File: config.mk
export PLATFORM = sky130hd
export DESIGN_NAME = lgkd_top
export DESIGN_NICKNAME = d
export VERILOG_FILES = /design/src/lgkd_pkg.sv /design/src/lgkd_det_if.sv /design/src/lgkd_detector.sv /design/src/lgkd_top.sv
export SDC_FILE = /design/constraint.sdc
export NUM_CORES = 1
export LEC_CHECK = 0
export BUFFER_PORTS_ARGS = -buffer_cell sky130_fd_sc_hd__buf_2
export CORE_MARGIN = 4
export CORE_UTILIZATION = 25
export CTS_BUF_LIST = sky130_fd_sc_hd__clkbuf_4 sky130_fd_sc_hd__clkbuf_8
export DETAILED_ROUTE_END_ITERATION = 8
export GPL_TIMING_DRIVEN = 0
export PLACE_DENSITY = 0.43
export SETUP_SLACK_MARGIN = 0.5
export SLEW_MARGIN = 25
export SYNTH_ARGS = -nofsm -noshare
export SYNTH_HDL_FRONTEND = slang
export SYNTH_SLANG_ARGS = --single-unit
File: constraint.sdc
create_clock -name clk -period 7.09 [get_ports clk]
set_input_delay 1.7725 -clock clk [delete_from_list [all_inputs] [get_ports clk]]
set_output_delay 1.7725 -clock clk [all_outputs]
set_load 0.03 [all_outputs]
File: src/lgkd_pkg.sv
/*
 * lgkd_pkg: constants, parameter RAM map and types of the loop closure
 * and ground key detector block.
 * assumes: included before every other file of the block.
 */
package lgkd_pkg;

	// ******************************************************************
	// parameter RAM map
	// ******************************************************************
	localparam int unsigned ADDR_W   = 8;
	localparam int unsigned WORD_W   = 16;
	localparam logic [7:0] LOOP_SEIZE_ADDR     = 8'h16;
	localparam logic [7:0] LOOP_RELEASE_ADDR   = 8'h17;
	localparam logic [7:0] LOOP_DBI_ADDR       = 8'h18;
	localparam logic [7:0] GK_DETECT_ADDR      = 8'h1B;
	localparam logic [7:0] GK_REMOVAL_ADDR     = 8'h1C;
	localparam logic [7:0] GK_DBI_ADDR         = 8'h1D;
	localparam logic [15:0] LOOP_SEIZE_RST     = 16'h0000;
	localparam logic [15:0] LOOP_RELEASE_RST   = 16'h0000;
	localparam logic [15:0] LOOP_DBI_RST       = 16'h0000;
	localparam logic [15:0] GK_DETECT_RST      = 16'h0000;
	localparam logic [15:0] GK_REMOVAL_RST     = 16'h0000;
	localparam logic [15:0] GK_DBI_RST         = 16'h0000;
	localparam logic [15:0] UNMAPPED_DATA      = 16'h0000;

	// ******************************************************************
	// scaling of threshold words
	// ******************************************************************
	// 3.097 uA per lsb, compared at 396.4 uA, i.e. 128 lsb per step
	localparam real CURRENT_UA_PER_LSB = 3.097;
	localparam real EFFECTIVE_RES_UA   = 396.4;
	localparam int unsigned RES_SHIFT  = 7;
	localparam int unsigned SIGN_BIT   = 15;
	// word range is 0 to 101.09 mA: positive half of the 16-bit word
	localparam real RANGE_MA           = 101.09;
	localparam real LOOP_USABLE_MA     = 61.0;
	localparam real GK_USABLE_MA       = 16.0;

	// ******************************************************************
	// timing
	// ******************************************************************
	localparam int unsigned CLK_PERIOD_NS  = 8;
	localparam int unsigned DBI_LSB_NS     = 1250000; // 1.25 ms per lsb
	localparam real         DBI_MAX_S      = 40.96;
	localparam int unsigned DBI_TICK_CYCLES = DBI_LSB_NS / CLK_PERIOD_NS;
	localparam int unsigned NUM_DET        = 2;
	localparam int unsigned DET_LOOP       = 0;
	localparam int unsigned DET_GK         = 1;

	// ******************************************************************
	// types
	// ******************************************************************
	typedef enum logic [0:0] {
		LGKD_IDLE   = 1'b0,
		LGKD_ACTIVE = 1'b1
	} lgkd_state_t;

endpackage

File: src/lgkd_det_if.sv
/*
 * lgkd_det_if: signals between the top level and one hysteresis and
 * debounce detector.
 * assumes: all signals on the block clock.
 */
`timescale 1ns/10ps
interface lgkd_det_if;
	logic [15:0] meas;     // measured current word
	logic [15:0] set_th;   // threshold that raises the state
	logic [15:0] clr_th;   // threshold that drops the state
	logic [15:0] dbi;      // debounce interval in ticks
	logic        tick;     // one pulse per debounce lsb
	logic        active;   // qualified state
	logic        change;   // one-cycle pulse on qualified change

	modport ctrl (output meas, output set_th, output clr_th, output dbi,
		output tick, input active, input change);
	modport det (input meas, input set_th, input clr_th, input dbi,
		input tick, output active, output change);
endinterface // lgkd_det_if

File: src/lgkd_detector.sv
/*
 * lgkd_detector: one threshold comparator with hysteresis and debounce.
 * assumes: meas and thresholds come from the same clock domain; tick
 * is a one-cycle pulse at the debounce lsb rate.
 */
`timescale 1ns/10ps
module lgkd_detector
	import lgkd_pkg::*;
(
	input  wire logic    clk,
	input  wire logic    rst,
	lgkd_det_if.det      dif
);

	// ******************************************************************
	// comparison at effective resolution
	// ******************************************************************
	logic [15:0] meas_mag;
	logic [15:0] set_mag;
	logic [15:0] clr_mag;
	logic        cond;
	lgkd_state_t state_q, state_d;
	logic [15:0] cnt_q, cnt_d;
	logic        change_q, change_d;

	// negative readings count as zero current; low bits are below
	// the comparison step, so they are dropped on both sides
	always_comb begin
		meas_mag = dif.meas[SIGN_BIT] ? 16'h0000
			: (dif.meas >> RES_SHIFT);
		set_mag  = {1'b0, dif.set_th[14:0]} >> RES_SHIFT;
		clr_mag  = {1'b0, dif.clr_th[14:0]} >> RES_SHIFT;
		// idle waits for the raise level, active for the drop level
		if (state_q == LGKD_IDLE) begin
			cond = (meas_mag >= set_mag);
		end else begin
			cond = (meas_mag <= clr_mag);
		end
	end

	// ******************************************************************
	// debounce and state
	// ******************************************************************
	// counter restarts whenever the condition breaks, so a glitch
	// shorter than the interval less one lsb never reaches software
	always_comb begin
		state_d  = state_q;
		cnt_d    = cnt_q;
		change_d = 1'b0;
		if (!cond) begin
			cnt_d = 16'h0000;
		end else if (cnt_q >= dif.dbi) begin
			state_d  = (state_q == LGKD_IDLE) ? LGKD_ACTIVE : LGKD_IDLE;
			change_d = 1'b1;
			cnt_d    = 16'h0000;
		end else if (dif.tick) begin
			cnt_d = cnt_q + 16'h0001;
		end
	end

	// register stage
	always_ff @(posedge clk or posedge rst) begin
		if (rst) begin
			state_q  <= LGKD_IDLE;
			cnt_q    <= 16'h0000;
			change_q <= 1'b0;
		end else begin
			state_q  <= state_d;
			cnt_q    <= cnt_d;
			change_q <= change_d;
		end
	end

	assign dif.active = (state_q == LGKD_ACTIVE);
	assign dif.change = change_q;

endmodule // lgkd_detector

File: src/lgkd_top.sv
/*
 * lgkd_top: loop closure and ground key detection of one line channel,
 * with its threshold and interval words in the parameter RAM.
 * assumes: measured currents arrive on clk from the measurement path;
 * the RAM port is driven by the serial host interface on clk.
 */
//
// Contract
// - loop closure ends when loop current falls to release threshold.
// - thresholds span 0 to 101.09 mA, compared at 396.4 uA steps.
// - ground key debounced by programmed interval, 1.25 ms per lsb.
// - ground key valid when longitudinal current reaches detect level.
// - ground key uses separate removal threshold for hysteresis.
// - ground key ends when longitudinal current falls to removal level.
// - loop closure valid when loop current reaches seize threshold.
// - loop closure debounced by its own interval, 1.25 ms per lsb.
`timescale 1ns/10ps
module lgkd_top
	import lgkd_pkg::*;
#(
	parameter int unsigned TICK_CYCLES = DBI_TICK_CYCLES
)(
	input  wire logic        clk,
	input  wire logic        rst,
	input  wire logic [15:0] loop_current,
	input  wire logic [15:0] long_current,
	input  wire logic        ram_wr,
	input  wire logic        ram_rd,
	input  wire logic [7:0]  ram_addr,
	input  wire logic [15:0] ram_wdata,
	output logic      [15:0] ram_rdata,
	output logic             ram_rvalid,
	output logic             loop_closed,
	output logic             loop_change,
	output logic             ground_key,
	output logic             ground_key_change
);

	// ******************************************************************
	// parameter RAM words
	// ******************************************************************
	// word map as the host sees it, every word 16 bits, read and write:
	//   0x16 loop seize threshold, raises loop_closed
	//   0x17 loop release threshold, drops loop_closed
	//   0x18 loop closure debounce interval
	//   0x1B ground key detect threshold, raises ground_key
	//   0x1C ground key removal threshold, drops ground_key
	//   0x1D ground key debounce interval
	// words hold their value until rewritten or reset
	logic [15:0] seize_q, seize_d;
	logic [15:0] release_q, release_d;
	logic [15:0] loop_dbi_q, loop_dbi_d;
	logic [15:0] gk_det_q, gk_det_d;
	logic [15:0] gk_rem_q, gk_rem_d;
	logic [15:0] gk_dbi_q, gk_dbi_d;
	logic [15:0] rdata_q, rdata_d;
	logic        rvalid_q, rvalid_d;

	// write decode; unknown addresses are ignored
	always_comb begin
		seize_d    = seize_q;
		release_d  = release_q;
		loop_dbi_d = loop_dbi_q;
		gk_det_d   = gk_det_q;
		gk_rem_d   = gk_rem_q;
		gk_dbi_d   = gk_dbi_q;
		if (ram_wr) begin
			case (ram_addr)
			LOOP_SEIZE_ADDR: begin
				seize_d = ram_wdata;
			end
			LOOP_RELEASE_ADDR: begin
				release_d = ram_wdata;
			end
			LOOP_DBI_ADDR: begin
				loop_dbi_d = ram_wdata;
			end
			GK_DETECT_ADDR: begin
				gk_det_d = ram_wdata;
			end
			GK_REMOVAL_ADDR: begin
				gk_rem_d = ram_wdata;
			end
			GK_DBI_ADDR: begin
				gk_dbi_d = ram_wdata;
			end
			default: begin
			end
			endcase
		end
	end

	// read decode; data one cycle after the strobe, zero if unmapped
	always_comb begin
		rvalid_d = ram_rd;
		rdata_d  = rdata_q;
		if (ram_rd) begin
			case (ram_addr)
			LOOP_SEIZE_ADDR: begin
				rdata_d = seize_q;
			end
			LOOP_RELEASE_ADDR: begin
				rdata_d = release_q;
			end
			LOOP_DBI_ADDR: begin
				rdata_d = loop_dbi_q;
			end
			GK_DETECT_ADDR: begin
				rdata_d = gk_det_q;
			end
			GK_REMOVAL_ADDR: begin
				rdata_d = gk_rem_q;
			end
			GK_DBI_ADDR: begin
				rdata_d = gk_dbi_q;
			end
			default: begin
				rdata_d = UNMAPPED_DATA;
			end
			endcase
		end
	end

	// register stage of the RAM words
	always_ff @(posedge clk or posedge rst) begin
		if (rst) begin
			seize_q    <= LOOP_SEIZE_RST;
			release_q  <= LOOP_RELEASE_RST;
			loop_dbi_q <= LOOP_DBI_RST;
			gk_det_q   <= GK_DETECT_RST;
			gk_rem_q   <= GK_REMOVAL_RST;
			gk_dbi_q   <= GK_DBI_RST;
			rdata_q    <= 16'h0000;
			rvalid_q   <= 1'b0;
		end else begin
			seize_q    <= seize_d;
			release_q  <= release_d;
			loop_dbi_q <= loop_dbi_d;
			gk_det_q   <= gk_det_d;
			gk_rem_q   <= gk_rem_d;
			gk_dbi_q   <= gk_dbi_d;
			rdata_q    <= rdata_d;
			rvalid_q   <= rvalid_d;
		end
	end

	// ******************************************************************
	// debounce time base
	// ******************************************************************
	// shared by both detectors; a debounce may therefore run up to one
	// lsb short, traded for a single large counter
	localparam logic [31:0] TICK_LAST = 32'(TICK_CYCLES - 1);
	logic [31:0] tick_cnt_q, tick_cnt_d;
	logic        tick_q, tick_d;

	// one tick per TICK_CYCLES clocks, wrapping on the last count
	always_comb begin
		tick_d     = 1'b0;
		tick_cnt_d = tick_cnt_q + 32'h0000_0001;
		if (tick_cnt_q >= TICK_LAST) begin
			tick_cnt_d = 32'h0000_0000;
			tick_d     = 1'b1;
		end
	end

	// register stage of the time base
	always_ff @(posedge clk or posedge rst) begin
		if (rst) begin
			tick_cnt_q <= 32'h0000_0000;
			tick_q     <= 1'b0;
		end else begin
			tick_cnt_q <= tick_cnt_d;
			tick_q     <= tick_d;
		end
	end

	// ******************************************************************
	// detectors
	// ******************************************************************
	logic [15:0] det_meas [NUM_DET];
	logic [15:0] det_set  [NUM_DET];
	logic [15:0] det_clr  [NUM_DET];
	logic [15:0] det_dbi  [NUM_DET];
	logic        det_act  [NUM_DET];
	logic        det_chg  [NUM_DET];

	// loop uses seize/release, ground key detect/removal
	assign det_meas[DET_LOOP] = loop_current;
	assign det_set[DET_LOOP]  = seize_q;
	assign det_clr[DET_LOOP]  = release_q;
	assign det_dbi[DET_LOOP]  = loop_dbi_q;
	assign det_meas[DET_GK]   = long_current;
	assign det_set[DET_GK]    = gk_det_q;
	assign det_clr[DET_GK]    = gk_rem_q;
	assign det_dbi[DET_GK]    = gk_dbi_q;

	// one detector per measured current; both share the tick, so they
	// differ only in the current and the words that feed them
	for (genvar g = 0; g < NUM_DET; g++) begin : g_det
		lgkd_det_if dif ();
		assign dif.meas   = det_meas[g];
		assign dif.set_th = det_set[g];
		assign dif.clr_th = det_clr[g];
		assign dif.dbi    = det_dbi[g];
		assign dif.tick   = tick_q;
		assign det_act[g] = dif.active;
		assign det_chg[g] = dif.change;
		lgkd_detector u_det (
			.clk (clk),
			.rst (rst),
			.dif (dif)
		);
	end

	// ******************************************************************
	// outputs, all straight from flip-flops
	// ******************************************************************
	assign ram_rdata         = rdata_q;
	assign ram_rvalid        = rvalid_q;
	assign loop_closed       = det_act[DET_LOOP];
	assign loop_change       = det_chg[DET_LOOP];
	assign ground_key        = det_act[DET_GK];
	assign ground_key_change = det_chg[DET_GK];

endmodule // lgkd_top

==> metrics.log <==
[metrics] result of the run: complete, no violations
[metrics] vias after detailed routing: between 6000 and 7000
[metrics] count of nets after finishing: 1067
[metrics] synthesized instance count: between 800 and 900
[metrics] drt initial violations: approximately 350
[metrics] Slew @ Worst Pin: 1.02 ns
[metrics] boundary pin count: 81
[metrics] Critical Path Fanout Max: 10
[metrics] Total Wirelength: around 24000 microns
[metrics] setup violators final: 0
[metrics] Power Density: slightly above 200 nW/um^2
[metrics] share of the cycle needed by the critical path after routing: a little over half
[metrics] first-pass GRT wire length: between 30000 and 40000 microns
[metrics] routability cong.: 0.760
[metrics] largest net degree at the start of global routing: 30
[metrics] Ys Warns: 0
[metrics] path type of the worst setup path: in2reg
[metrics] effective utilization at floorplan: approximately 25%
[metrics] Seq/Total Area, Yosys: roughly 50%
[metrics] gr ovfl total: 0
[metrics] average cell area after synthesis: 11.2 sq um
[metrics] number of max-slew violations in the final report: 0
[metrics] static leakage power: about 4.9 nW
[metrics] area of the die: approximately 40000 sq um
[metrics] minimum clock period: about 3.7 ns
[metrics] row cnt: 70
[metrics] Synth top area share: around half
[metrics] Max-cap violations: 0
[metrics] count of state elements after synthesis: 182
[metrics] postcts setup bufs: 0
[metrics] TritonCTS clock tree: yes
[metrics] overall routing resource usage: 12.0%
[metrics] number of enable flip-flop cells after synthesis: 0
[metrics] number of port buffers: 65
[metrics] Die Ht: between 200 and 250 microns
[metrics] required time of the worst setup path: about 7.4 ns
[metrics] cells taking the most area after synthesis: dfrtp_1 49%, mux2_2 10%, ha_1 9.3%
[metrics] post-synthesis cell type with the largest combined area: dfrtp_1
[metrics] most common flop cell mapped by yosys: dfrtp_1
[metrics] DRC violations left: 0
[metrics] commonest non-fill, non-tap cell in the layout: dfrtp_1
[metrics] unrepaired setup endpoints after global routing: no
[metrics] VDD IR-drop max: ~0.083 mV
[metrics] Filler Cell Count: 3824
[metrics] quantity of hold-fixing buffers added after cts: 0
[metrics] launching element type of the critical path: input port
[metrics] placed standard-cell area: around 10000 sq um
[metrics] Clock Tree Buf Depth: 2
[metrics] antenna violations before repair: 1
[metrics] CTS H-tree lvls: 4
[metrics] area of the mapped netlist: roughly 9300 sq um
[metrics] kind of capture point of the worst setup path: register
[metrics] clock latency on the worst-skew pair: 0.47 ns
[metrics] DIE WIDTH: between 200 and 250 microns
[metrics] count of unique library cells instantiated by Yosys: just under 50
[metrics] average detailed-routed wire length per instance: ~17 microns
[metrics] antenna viol nets, final: 0
[metrics] core region area: between 30000 and 40000 sq um
[metrics] setup tns final: 0 ns
[metrics] count of antenna diodes in the layout: 0
[metrics] endpoints failing hold: 0
[metrics] TritonCTS sink count: 182
[metrics] Worst-path clk slew: around 0.10 ns
[metrics] worst min-delay path category: reg2reg
[metrics] Highest Clock Rate: around 0.27 GHz
[metrics] most used cells in the layout excluding fill and tap cells: 182 x dfrtp_1, 86 x mux2_2, 74 x inv_1, 69 x buf_2, 69 x ha_1
[metrics] area overhead of the layout relative to synthesis: 16.4%
[metrics] clock tree skew after final layout: roughly 0.018 ns
[metrics] Layout Utilization: approximately 30%
[metrics] first drt pass iteration count: 4
[metrics] tightest slew margin relative to the limit: a little under a third
[metrics] number of cells upsized or downsized after cts: 0
[metrics] fraction of layout instances using a drive strength above 1: around 23%
[metrics] cell area after layout: 10800 sq um
[metrics] via count of the first global-routing pass: around 6500
[metrics] via-per-instance ratio: around 4.6
[metrics] number of buffers created by CTS: 17
[metrics] cell at the root of the clock tree: clkbuf_8
[metrics] post-detailed-placement half-perimeter wirelength: 18500 microns
[metrics] async set or reset register ratio after synthesis: 100%
[metrics] data arrival time of the critical path: between 4 and 5 ns
area by class of cell:
cell class,count,area [sq um],area share (%)
buffer,21,91.3,0.843
clock buffer,17,234,2.16
clock inverter,15,166,1.54
inverter,75,285,2.63
multi-input combinational,569,4440,41.0
sequential,182,4550,42.0
tap,468,586,5.40
timing repair buffer,72,480,4.43
worst paths after layout:
kind / from / endpoint / slack (ns) / cells after the start
max: loop_current[15] / g_det[0].u_det.cnt_q[10] / 3.34 / 9
min reg2reg: g_det[1].dif.set_th[15] / g_det[1].dif.set_th[15] / 0.51 / 1
min in group asynchronous: rst / g_det[1].u_det.dif.change / 1.29 / 2
max reg2reg: g_det[0].u_det.cnt_q[0] / g_det[0].u_det.cnt_q[10] / 4.09 / 9
max in group asynchronous: rst / tick_cnt_q[10] / 4.89 / 5
min: g_det[1].dif.set_th[15] / g_det[1].dif.set_th[15] / 0.51 / 1
per-stage QoR:
step	instances	total power [mW]	worst slack, ns	hold WS (ns)
2_1_floorplan	847	1.38	2.98	0.479
3_3_place_gp	1380	1.50	1.50	0.486
3_5_place_dp	1387	1.52	2.79	0.494
4_1_cts	1419	2.26	3.30	0.517
5_1_grt	1419	2.35	3.13	0.522
6_report	1419	2.21	3.34	0.514
metal layers:
layer,GRT usage [%],share of wire (%),vias up
li1,-,-,3187
met1,17.7,51,3240
met2,18.3,45,85
met3,2.13,2.8,20
met4,3.20,1.2,2
met5,0,0.054,-
registers in the layout, summed over array words and instances, names as in the netlist:
register and count:
g_det.dif.clr_th 32, g_det.dif.dbi 32, g_det.dif.set_th 32, g_det.dif.tick 1
g_det.u_det.cnt_q 32, g_det.u_det.dif.active 2, g_det.u_det.dif.change 2, ram_rdata 16
ram_rvalid 1, tick_cnt_q 32
critical path: stages:
cell	delay (ns)
buf_2	0.16
nand2b_1	0.19
ha_1	0.28
o21ai_0	0.22
a221oi_1	0.14
or4_1	0.45
nand3b_1	0.35
clkbuf_1	0.44
nor2_1	0.10
power breakdown:
| group | switching [mW] | internal [mW] |
|---|---|---|
| clock network | 0.428 | 0.294 |
| logic | 0.217 | 0.133 |
| registers | 0.0447 | 1.09 |
cells in the mapped netlist (all sizes together), types with 3 or more instances:
master / count
nand2: 39
and3: 5
a31oi: 18
inv: 75
a22oi: 16
a21oi: 25
clkbuf: 16
o21ai: 15
a22o: 16
nand2b: 5
mux2: 96
or4: 4
nor2b: 14
nand3b: 4
ha: 69
buf: 5
nor4: 6
nor3: 25
dfrtp: 182
and4: 3
a221oi: 18
xor2: 36
nand4: 23
nor2: 69
xnor2: 11
nand3: 18
kinds of logic after synthesis:
kind of cell               after synthesis  synth area share [%]
and+or+nand+nor                        220                  12.1
muxes                                   98                  12.2
AOI/OAI and AO/OA                      121                  9.08
xor gates and xnor gates                47                  4.42
adders and majority gates               69                  9.27
DFF                                    182                  48.9
other                                    1                0.0403
buffers and inverters                   96                  4.00
Power figures use the tool's default switching activity.
